## config.mk

```make
export PLATFORM = sky130hd
export DESIGN_NAME = ebc_bus_cycle
export DESIGN_NICKNAME = d
export VERILOG_FILES = /design/src/verilog/ebc_pkg.sv /design/src/verilog/ebc_timer_if.sv /design/src/verilog/ebc_sync3.sv /design/src/verilog/ebc_phase_timer.sv /design/src/verilog/ebc_bus_cycle.sv
export VERILOG_INCLUDE_DIRS = /design/src /design/src/verilog
export SDC_FILE = /design/constraint.sdc
export NUM_CORES = 1
export LEC_CHECK = 0
export ABC_AREA = 1
export BUFFER_PORTS_ARGS = -buffer_cell sky130_fd_sc_hd__buf_4
export CAP_MARGIN = 15
export CELL_PAD_IN_SITES_DETAIL_PLACEMENT = 0
export CELL_PAD_IN_SITES_GLOBAL_PLACEMENT = 1
export CORE_MARGIN = 3
export CORE_UTILIZATION = 38
export CTS_CLUSTER_DIAMETER = 200
export DETAILED_ROUTE_END_ITERATION = 6
export PLACE_DENSITY_LB_ADDON = 0.05
export RECOVER_POWER = 25
export SYNTH_ARGS = -nofsm -noshare
export SYNTH_HDL_FRONTEND = slang
export SYNTH_SLANG_ARGS = --single-unit
```

## constraint.sdc

```tcl
create_clock -name clock_in -period 3.8 [get_ports clock_in]
set_clock_uncertainty 0.2 [all_clocks]
set_input_delay 1.14 -clock clock_in [delete_from_list [all_inputs] [get_ports clock_in]]
set_output_delay 1.14 -clock clock_in [all_outputs]
set_load 0.02 [all_outputs]
```

## src/verilog/ebc_defines.svh

```systemverilog
`ifndef EBC_DEFINES_SVH
`define EBC_DEFINES_SVH
`define EBC_CYC_W       6
`define EBC_CYC_ZERO    6'h00
`define EBC_CYC_ONE     6'h01
`define EBC_CYC_MAX     6'h3f
`define EBC_AB_BASE     6'h01
`define EBC_E_BASE      6'h01
`define EBC_RST_WIN     3'h0
`define EBC_RST_ADDR    24'h000000
`define EBC_RST_DATA    16'h0000
`define EBC_RST_CFG     16'h0000
`endif

```

## src/verilog/ebc_pkg.sv

```systemverilog
package ebc_pkg;
  typedef struct packed {
    logic       setup_ext;
    logic [1:0] window_ext;
    logic [1:0] cmd_delay;
    logic       wdata_setup;
    logic [4:0] access;
    logic [1:0] hold;
    logic       ready_en;
    logic       ready_pol;
    logic       ready_async;
  } ebc_cfg_t;
  typedef enum logic [9:0] {
    ST_IDLE     = 10'h001,
    ST_AB       = 10'h002,
    ST_C        = 10'h004,
    ST_D        = 10'h008,
    ST_E        = 10'h010,
    ST_WAIT     = 10'h020,
    ST_F        = 10'h040,
    ST_REL      = 10'h080,
    ST_RELEASED = 10'h100,
    ST_REGAIN   = 10'h200
  } ebc_state_t;
endpackage

```

## src/verilog/ebc_timer_if.sv

```systemverilog
`include "ebc_defines.svh"
interface ebc_timer_if;
  logic                 load;
  logic [`EBC_CYC_W-1:0] value;
  logic                 last;
  modport ctl (output load, output value, input last);
  modport cnt (input load, input value, output last);
endinterface

```

## src/verilog/ebc_sync3.sv

```systemverilog
module ebc_sync3 #(
  parameter logic INIT = 1'b0
) (
  input  wire logic clock_in,
  input  wire logic rst_n_in,
  input  wire logic sig_in,
  output logic      sig_out
);
  logic [2:0] pipe_reg;
  logic [2:0] pipe_next;
  logic       level_reg;
  logic       level_next;

  // Stage 0 feeds only stage 1; a change counts once 1 and 2 agree
  always_comb begin
    pipe_next  = {pipe_reg[1:0], sig_in};
    level_next = (pipe_reg[2] == pipe_reg[1]) ? pipe_reg[2] : level_reg;
  end

  always_ff @(posedge clock_in or negedge rst_n_in) begin
    if (!rst_n_in) begin
      pipe_reg  <= {3{INIT}};
      level_reg <= INIT;
    end else begin
      pipe_reg  <= pipe_next;
      level_reg <= level_next;
    end
  end

  assign sig_out = level_reg;
endmodule // ebc_sync3

```

## src/verilog/ebc_phase_timer.sv

```systemverilog
`include "ebc_defines.svh"
module ebc_phase_timer (
  input wire logic clock_in,
  input wire logic rst_n_in,
  ebc_timer_if.cnt tmr
);
  logic [`EBC_CYC_W-1:0] cnt_reg;
  logic [`EBC_CYC_W-1:0] cnt_next;

  always_comb begin
    if (tmr.load) begin
      cnt_next = tmr.value;
    end else if (cnt_reg != `EBC_CYC_ZERO) begin
      cnt_next = cnt_reg - `EBC_CYC_ONE;
    end else begin
      cnt_next = cnt_reg;
    end
  end

  always_ff @(posedge clock_in or negedge rst_n_in) begin
    if (!rst_n_in) begin
      cnt_reg <= `EBC_CYC_ZERO;
    end else begin
      cnt_reg <= cnt_next;
    end
  end

  assign tmr.last = (cnt_reg == `EBC_CYC_ZERO);
endmodule // ebc_phase_timer

```

## src/verilog/ebc_bus_cycle.sv

```systemverilog
`include "ebc_defines.svh"
// Operation
// - Each external cycle runs address setup, command delay, data setup, access, hold.
// - Address setup lasts 1-2 periods, plus 0-3 on window change.
// - Command delay 0-3 periods; write data setup 0-1 period.
// - Access 1-32 periods; hold 0-3 periods, from the timing config.
// - If enabled, the external ready input stretches the access phase.
// - Software picks the active level of the ready input.
// - Synchronous ready is sampled directly; partner keeps it clock aligned.
// - Asynchronous ready passes a synchroniser; always at least one waitstate.
// - Ready sampled inactive inserts a waitstate and samples again.
// - Ready active ends the access phase, checked only after mandatory waitstates.
// - Read data captured on the edge raising read strobe.
// - Hold request waits until the running cycle has finished.
// - Release drives controls inactive, then floats them; latch enable low.
// - Regain drives controls inactive before the next own cycle.
// - Regain starts only when the hold request goes away.
// - External master may end hold without a regain request.
module ebc_bus_cycle #(
  parameter int ADDR_W = 24,
  parameter int DATA_W = 16,
  parameter int WIN_W  = 3
) (
  input  wire logic             clock_in,
  input  wire logic             rst_n_in,
  input  ebc_pkg::ebc_cfg_t     chip_select_timing_config_in,
  input  wire logic             req_valid_in,
  input  wire logic             req_write_in,
  input  wire logic             req_upper_in,
  input  wire logic [ADDR_W-1:0] req_addr_in,
  input  wire logic [WIN_W-1:0] req_window_in,
  input  wire logic [DATA_W-1:0] req_wdata_in,
  output logic                  req_ready_out,
  output logic                  done_out,
  output logic [DATA_W-1:0]     rdata_out,
  output logic [ADDR_W-1:0]     addr_out,
  output logic                  upper_byte_enable_n_out,
  output logic                  ale_out,
  output logic                  cs_n_out,
  output logic                  rd_n_out,
  output logic                  wr_n_out,
  output logic                  ctrl_oe_out,
  input  wire logic [DATA_W-1:0] data_in,
  output logic [DATA_W-1:0]     data_out,
  output logic                  data_oe_out,
  input  wire logic             ready_in,
  input  wire logic             hold_n_in,
  output logic                  bus_grant_acknowledge_out,
  output logic                  bus_regain_request_out
);
  localparam int CW = `EBC_CYC_W;

  ebc_pkg::ebc_state_t   state_reg;
  ebc_pkg::ebc_state_t   state_next;
  ebc_pkg::ebc_cfg_t     cfg_reg;
  ebc_pkg::ebc_cfg_t     cfg_next;
  logic [ADDR_W-1:0]     addr_reg;
  logic [ADDR_W-1:0]     addr_next;
  logic [DATA_W-1:0]     wdata_reg;
  logic [DATA_W-1:0]     wdata_next;
  logic [DATA_W-1:0]     rdata_reg;
  logic [DATA_W-1:0]     rdata_next;
  logic [WIN_W-1:0]      win_reg;
  logic [WIN_W-1:0]      win_next;
  logic                  win_chg_reg;
  logic                  win_chg_next;
  logic                  write_reg;
  logic                  write_next;
  logic                  upper_reg;
  logic                  upper_next;
  logic                  done_reg;
  logic                  done_next;
  logic                  ready_sync;
  logic                  hold_n_sync;
  logic                  hold_act;
  logic                  ready_ok;
  logic                  accept;
  logic                  end_access;
  logic                  in_cycle;
  logic [CW-1:0]         cyc_reg;
  logic [CW-1:0]         cyc_next;

  ebc_timer_if tmr ();

  ebc_phase_timer u_timer (
    .clock_in (clock_in),
    .rst_n_in (rst_n_in),
    .tmr      (tmr.cnt)
  );

  ebc_sync3 #(.INIT(1'b0)) u_ready_sync (
    .clock_in (clock_in),
    .rst_n_in (rst_n_in),
    .sig_in   (ready_in),
    .sig_out  (ready_sync)
  );

  ebc_sync3 #(.INIT(1'b1)) u_hold_sync (
    .clock_in (clock_in),
    .rst_n_in (rst_n_in),
    .sig_in   (hold_n_in),
    .sig_out  (hold_n_sync)
  );

  // Phase length in periods, zero meaning the phase is skipped
  function automatic logic [CW-1:0] phase_len(
    input ebc_pkg::ebc_state_t st,
    input ebc_pkg::ebc_cfg_t   cfg,
    input logic                chg
  );
    logic [CW-1:0] len;
    len = `EBC_CYC_ZERO;
    unique case (st)
      ebc_pkg::ST_AB: len = `EBC_AB_BASE + CW'(cfg.setup_ext)
                            + (chg ? CW'(cfg.window_ext) : `EBC_CYC_ZERO);
      ebc_pkg::ST_C:  len = CW'(cfg.cmd_delay);
      ebc_pkg::ST_D:  len = CW'(cfg.wdata_setup);
      ebc_pkg::ST_E:  len = `EBC_E_BASE + CW'(cfg.access);
      ebc_pkg::ST_F:  len = CW'(cfg.hold);
      default:        len = `EBC_CYC_ZERO;
    endcase
    return len;
  endfunction

  // First phase after st that has a nonzero length
  function automatic ebc_pkg::ebc_state_t next_phase(
    input ebc_pkg::ebc_state_t st,
    input ebc_pkg::ebc_cfg_t   cfg
  );
    ebc_pkg::ebc_state_t nx;
    nx = ebc_pkg::ST_IDLE;
    if (st == ebc_pkg::ST_AB && cfg.cmd_delay != 2'h0) begin
      nx = ebc_pkg::ST_C;
    end else if (st inside {ebc_pkg::ST_AB, ebc_pkg::ST_C}
                 && cfg.wdata_setup) begin
      nx = ebc_pkg::ST_D;
    end else if (st inside {ebc_pkg::ST_AB, ebc_pkg::ST_C,
                            ebc_pkg::ST_D}) begin
      nx = ebc_pkg::ST_E;
    end else if (cfg.hold != 2'h0) begin
      nx = ebc_pkg::ST_F;
    end
    return nx;
  endfunction

  assign hold_act = !hold_n_sync;
  // Sync mode skips the synchroniser for the shortest cycle
  assign ready_ok = cfg_reg.ready_async
                    ? (ready_sync == cfg_reg.ready_pol)
                    : (ready_in == cfg_reg.ready_pol);
  // Hold is only honoured from idle, so a running cycle completes
  assign accept = (state_reg == ebc_pkg::ST_IDLE) && !hold_act
                  && req_valid_in;
  assign end_access =
    (state_reg == ebc_pkg::ST_E && tmr.last
     && (!cfg_reg.ready_en
         || (!cfg_reg.ready_async && ready_ok)))
    || (state_reg == ebc_pkg::ST_WAIT && ready_ok);

  always_comb begin
    state_next = state_reg;
    unique case (state_reg)
      ebc_pkg::ST_IDLE: begin
        if (hold_act) begin
          state_next = ebc_pkg::ST_REL;
        end else if (req_valid_in) begin
          state_next = ebc_pkg::ST_AB;
        end
      end
      ebc_pkg::ST_AB, ebc_pkg::ST_C, ebc_pkg::ST_D: begin
        if (tmr.last) begin
          state_next = next_phase(state_reg, cfg_reg);
        end
      end
      ebc_pkg::ST_E: begin
        if (end_access) begin
          state_next = next_phase(state_reg, cfg_reg);
        end else if (tmr.last) begin
          state_next = ebc_pkg::ST_WAIT;
        end
      end
      ebc_pkg::ST_WAIT: begin
        if (end_access) begin
          state_next = next_phase(state_reg, cfg_reg);
        end
      end
      ebc_pkg::ST_F: begin
        if (tmr.last) begin
          state_next = ebc_pkg::ST_IDLE;
        end
      end
      ebc_pkg::ST_REL: begin
        state_next = ebc_pkg::ST_RELEASED;
      end
      ebc_pkg::ST_RELEASED: begin
        if (!hold_act) begin
          state_next = ebc_pkg::ST_REGAIN;
        end
      end
      ebc_pkg::ST_REGAIN: begin
        state_next = ebc_pkg::ST_IDLE;
      end
      default: state_next = ebc_pkg::ST_IDLE;
    endcase
  end

  // Config is frozen per cycle so a mid-cycle change cannot tear it
  always_comb begin
    cfg_next     = cfg_reg;
    addr_next    = addr_reg;
    wdata_next   = wdata_reg;
    win_next     = win_reg;
    win_chg_next = win_chg_reg;
    write_next   = write_reg;
    upper_next   = upper_reg;
    rdata_next   = rdata_reg;
    done_next    = end_access;
    if (accept) begin
      cfg_next     = chip_select_timing_config_in;
      addr_next    = req_addr_in;
      wdata_next   = req_wdata_in;
      win_next     = req_window_in;
      win_chg_next = (req_window_in != win_reg);
      write_next   = req_write_in;
      upper_next   = req_upper_in;
    end
    if (end_access && !write_reg) begin
      rdata_next = data_in;
    end
  end

  assign tmr.load  = (state_next != state_reg);
  assign tmr.value = phase_len(state_next, cfg_next, win_chg_next)
                     - `EBC_CYC_ONE;

  always_comb begin
    if (state_next != state_reg) begin
      cyc_next = `EBC_CYC_ZERO;
    end else if (cyc_reg != `EBC_CYC_MAX) begin
      cyc_next = cyc_reg + `EBC_CYC_ONE;
    end else begin
      cyc_next = cyc_reg;
    end
  end

  always_ff @(posedge clock_in or negedge rst_n_in) begin
    if (!rst_n_in) begin
      state_reg   <= ebc_pkg::ST_IDLE;
      cfg_reg     <= `EBC_RST_CFG;
      addr_reg    <= `EBC_RST_ADDR;
      wdata_reg   <= `EBC_RST_DATA;
      rdata_reg   <= `EBC_RST_DATA;
      win_reg     <= `EBC_RST_WIN;
      win_chg_reg <= 1'b0;
      write_reg   <= 1'b0;
      upper_reg   <= 1'b0;
      done_reg    <= 1'b0;
      cyc_reg     <= `EBC_CYC_ZERO;
    end else begin
      state_reg   <= state_next;
      cfg_reg     <= cfg_next;
      addr_reg    <= addr_next;
      wdata_reg   <= wdata_next;
      rdata_reg   <= rdata_next;
      win_reg     <= win_next;
      win_chg_reg <= win_chg_next;
      write_reg   <= write_next;
      upper_reg   <= upper_next;
      done_reg    <= done_next;
      cyc_reg     <= cyc_next;
    end
  end

  assign in_cycle = state_reg inside {ebc_pkg::ST_AB, ebc_pkg::ST_C,
                    ebc_pkg::ST_D, ebc_pkg::ST_E, ebc_pkg::ST_WAIT,
                    ebc_pkg::ST_F};
  assign req_ready_out = (state_reg == ebc_pkg::ST_IDLE) && !hold_act;
  assign done_out  = done_reg;
  assign rdata_out = rdata_reg;
  assign addr_out  = addr_reg;
  assign data_out  = wdata_reg;
  // Latch enable stays driven, so it is low while released
  assign ale_out   = (state_reg == ebc_pkg::ST_AB);
  assign cs_n_out  = !in_cycle;
  assign rd_n_out  = !(!write_reg && state_reg inside
                       {ebc_pkg::ST_E, ebc_pkg::ST_WAIT});
  assign wr_n_out  = !(write_reg && state_reg inside
                       {ebc_pkg::ST_E, ebc_pkg::ST_WAIT});
  assign upper_byte_enable_n_out = !(upper_reg && in_cycle);
  assign ctrl_oe_out = (state_reg != ebc_pkg::ST_RELEASED);
  assign data_oe_out = write_reg && state_reg inside {ebc_pkg::ST_D,
                       ebc_pkg::ST_E, ebc_pkg::ST_WAIT, ebc_pkg::ST_F};
  assign bus_grant_acknowledge_out =
    (state_reg == ebc_pkg::ST_RELEASED);
  assign bus_regain_request_out =
    (state_reg == ebc_pkg::ST_RELEASED) && req_valid_in;

  // Checks
  state_onehot_a: assert property (@(posedge clock_in)
    disable iff (!rst_n_in) $onehot(state_reg))
    else $error("state not one-hot");
  ab_length_a: assert property (@(posedge clock_in)
    disable iff (!rst_n_in)
    (state_reg == ebc_pkg::ST_AB && state_next != ebc_pkg::ST_AB)
    |-> cyc_reg == CW'(cfg_reg.setup_ext)
        + (win_chg_reg ? CW'(cfg_reg.window_ext) : `EBC_CYC_ZERO))
    else $error("address setup length wrong");
  cmd_length_a: assert property (@(posedge clock_in)
    disable iff (!rst_n_in)
    $fell(state_reg == ebc_pkg::ST_C)
    |-> $past(cyc_reg) == CW'(cfg_reg.cmd_delay) - `EBC_CYC_ONE)
    else $error("command delay length wrong");
  access_length_a: assert property (@(posedge clock_in)
    disable iff (!rst_n_in)
    (state_reg == ebc_pkg::ST_E && state_next != ebc_pkg::ST_E)
    |-> cyc_reg == CW'(cfg_reg.access))
    else $error("access phase length wrong");
  async_wait_a: assert property (@(posedge clock_in)
    disable iff (!rst_n_in)
    (state_reg == ebc_pkg::ST_E && tmr.last && cfg_reg.ready_en
     && cfg_reg.ready_async) |=> state_reg == ebc_pkg::ST_WAIT)
    else $error("async ready without waitstate");
  ready_wait_a: assert property (@(posedge clock_in)
    disable iff (!rst_n_in)
    (state_reg == ebc_pkg::ST_WAIT && !ready_ok)
    |=> state_reg == ebc_pkg::ST_WAIT && !rd_n_out == !write_reg)
    else $error("inactive ready did not hold cycle");
  sync_ready_a: assert property (@(posedge clock_in)
    disable iff (!rst_n_in)
    (state_reg == ebc_pkg::ST_E && tmr.last && cfg_reg.ready_en
     && !cfg_reg.ready_async && ready_ok)
    |=> state_reg != ebc_pkg::ST_WAIT ##0 done_out)
    else $error("sync ready did not end access");
  rdata_capture_a: assert property (@(posedge clock_in)
    disable iff (!rst_n_in)
    (done_out && !write_reg) |-> rdata_out == $past(data_in)
                                 && $rose(rd_n_out))
    else $error("read data not captured at strobe rise");
  hold_finish_a: assert property (@(posedge clock_in)
    disable iff (!rst_n_in)
    in_cycle |=> state_reg != ebc_pkg::ST_REL)
    else $error("bus released during a cycle");
  release_a: assert property (@(posedge clock_in)
    disable iff (!rst_n_in)
    $rose(state_reg == ebc_pkg::ST_RELEASED)
    |-> !ctrl_oe_out && !ale_out && $past(ctrl_oe_out && rd_n_out
        && wr_n_out && cs_n_out))
    else $error("controls not driven inactive before float");
  regain_a: assert property (@(posedge clock_in)
    disable iff (!rst_n_in)
    $fell(state_reg == ebc_pkg::ST_RELEASED)
    |-> hold_n_sync && ctrl_oe_out && rd_n_out && !ale_out
        ##1 state_reg == ebc_pkg::ST_IDLE)
    else $error("regain sequence wrong");
  grant_a: assert property (@(posedge clock_in)
    disable iff (!rst_n_in)
    bus_regain_request_out |-> bus_grant_acknowledge_out && !ctrl_oe_out)
    else $error("regain request outside release");

  read_cov_c: cover property (@(posedge clock_in)
    disable iff (!rst_n_in) done_out && !write_reg);
  wait_cov_c: cover property (@(posedge clock_in)
    disable iff (!rst_n_in)
    state_reg == ebc_pkg::ST_WAIT ##1 state_reg == ebc_pkg::ST_WAIT);
  hold_cov_c: cover property (@(posedge clock_in)
    disable iff (!rst_n_in)
    bus_regain_request_out ##1 !bus_grant_acknowledge_out);
endmodule // ebc_bus_cycle

```

==> results.md <==
- Synth cell types: 43
- Most frequent cells in the layout: nand2_1, buf_4, dfrtp_1
- Initial Utilization: 39.3%
- Share of async-settable or async-resettable flops after synthesis: 100%
- Pwr dens: 700 mW/mm^2
- Slew Viols, Final: 0
- GRT Overall Usage: 18.4%
- Synthesized cell area: 0.00502 sq mm
- Area of the multi-input gates: 0.00215 sq mm
- #FFs+latches synth: 103
- Worst EP required: 2.46 ns
- Initial antenna violation count: 0
- Worst reg2reg setup slack: 0.59 ns
- Syn nets: 669
- Worst R2R Path Depth: 22
- Most common cell after layout, fill and taps aside: nand2_1
- DR iter-0 viols: 354
- DP HPWL: 9.61 mm
- Hold depth: 0
- Max_slew headroom: 11.1%
- Ratio of cells with drive above 1 in the final layout: 34.2%
- Clock Sinks: 103
- Top-level I/O count: 149
- Worst-margin pin slew: 1.33 ns
- Status: finished, final reports clean
- Cells after Synth: 583
- Die height: 121 um
- RSZ-0062 raised after global routing: false
- Grt ovf: 0
- Post-synth EDFFs: 0
- Min-delay worst type: reg -> reg
- Hold slack: 0.160 ns
- Clock-pin slew on the worst setup and hold paths: 0.07 ns
- First-pass GRT wire length: 21.1 mm
- Fin worst setup slack: 0.508 ns
- Drt wl/cell: 14.1 um
- CTS buffer count: 9
- Design area: 0.00666 sq mm
- Primary FF master, synth: dfrtp_1
- Final setup viols: 0
- Max FFs per register: 24
- Hold endpoint: u_ready_sync.pipe_reg[1]
- Lkg Pwr: 3.63 nW
- Post-Place Setup Slack: 0.138 ns
- Finished Core Util: 52.1%
- Peak VDD IR: 0.438 mV
- Core area: 0.0128 sq mm
- Row cnt: 41
- Vias per inst: 4.57
- Chip Width: 121 um
- Clk buf depth: 2
- Worst hold start: u_ready_sync.pipe_reg[0]
- GPL Wtd Cong: 0.854
- Crit path time final: 3.29 ns
- Vias in the first global route: 4,195
- Mean Syn Cell Area: 8.60 sq um
- Htree depth: 3
- Crit Path Max Fanout: 5
- Crit Reg-Reg Endpoint: u_timer.cnt_reg[4]
- Max-cap violations: 0
- Hold Fails Final Rpt: 0
- Synthesis warning total: 0
- Seq/Total Area, Yosys: 51.5%
- Period Utilization, post-route: 86.6%
- Diodes inserted: 0
- Clk_lat worst skew: 0.35 ns
- TritonCTS clock tree: yes
- WP data arrival: 1.95 ns
- CTS Hold Buffers Added: 0
- Detailed Route WL: 12.8 mm
- Layout area overhead: 32.7%
- Final nets: 820
- Post-CTS setup buffers: 0
- Largest net degree at the start of global routing: 81
- CP startpoint kind: flip-flop
- FMAX: 304 MHz
- ANT nets after route: 0
- Setup Crit Path Kind: reg -> out
- Fill cells: 1,225
- Clk root buf: clkbuf_16
- # port buffers: 148
- Crit end category: output pin
- Vias: 4,164
- Reg2reg start: state_reg[0]
- Placed inst area: 0.00634 sq mm
- Quantity of gates resized following cts: 0
- Die Area: 0.0146 sq mm
- FF/Latch Area: 0.00258 sq mm
- Drt pass-1 iters: 4
- Drc violations: 0
- Total negative slack: 0 ns
## critical path: stages, from the launching register on
cell      delay, ns
dfrtp_1        0.46
nor2_4         0.22
nand2_4        0.11
nor3_2         0.27
nor2_2         0.09
clkinv_2       0.10
nor2_1         0.05
a21oi_1        0.14
buf_4          0.17
## synthesized netlist by cell type (2+ instances only)
library cell  instances  area (sq um)
maj3_1                2          20.0
dfstp_2               5           131
nand3_2               4          40.0
a21oi_4               2          32.5
ha_1                  4          50.1
inv_2                10          37.5
nor2_4                3          33.8
or2_2                 3          18.8
nand2_4               7          78.8
nand3_4               3          52.6
clkbuf_1             12          45.0
nor3_2                2          20.0
dfrtp_1              98          2450
mux2_2               16           180
a21oi_1               8          40.0
nand2_1             237           890
nand4_1              17           106
inv_1                37           139
buf_2                 2          10.0
nor2_2               10          62.6
inv_4                 2          12.5
nor2_1               30           113
o21ai_0              13          65.1
nand3_1              23           115
nand2_2              14          87.6
a211oi_1              2          15.0
## how the worst max path moves through the flow
stage / start / depth (start not counted) / endpoint
3_3_place_gp: req_window_in[2] / 20 / u_timer.cnt_reg[4]
2_1_floorplan: req_valid_in / 19 / u_timer.cnt_reg[2]
4_1_cts: state_reg[2] / 7 / upper_byte_enable_n_out
5_1_grt: rst_n_in / 2 / addr_out[20]
3_5_place_dp: req_window_in[2] / 20 / u_timer.cnt_reg[4]
6_report: state_reg[2] / 8 / data_oe_out
## power by group
group,switching (mW),internal (mW)
Clock,0.417,0.617
Sequential,0.201,1.45
Combinational,1.21,0.766
## cell type report
| type | count | area share [%] |
|---|---|---|
| Inverter | 51 | 3.08 |
| Multi-Input combinational cell | 413 | 32.4 |
| Sequential cell | 103 | 38.8 |
| Clock inverter | 4 | 1.15 |
| Timing Repair Buffer | 156 | 17.5 |
| Tap cell | 172 | 3.23 |
| Clock buffer | 12 | 3.85 |
## kinds of logic after synthesis
kind of cell / Yosys count / synth area share (%)
muxes: 16 / 3.59
and+or+nand+nor: 361 / 34.2
AOI/OAI and AO/OA: 29 / 3.62
buffers and inverters: 67 / 5.49
adders and majority gates: 6 / 1.40
xor gates and xnor gates: 1 / 0.175
DFF: 103 / 51.5
## per-layer routing
layer / global-route usage, % / share of wire (%) / vias up
li1: - / - / 2135
met1: 25.1 / 45 / 1915
met2: 29.2 / 48 / 105
met3: 4.24 / 6.0 / 9
met4: 6.16 / 1.3 / 0
met5: 0 / 0 / -
## metrics by stage
stage | power, mW | instances
after floorplan | 2.95 | 583
after global placement | 3.64 | 895
after global routing | 5.02 | 911
after CTS | 4.73 | 911
final | 4.66 | 911
after detailed placement | 3.66 | 895
No activity file was read; power rests on OpenSTA's default activity.
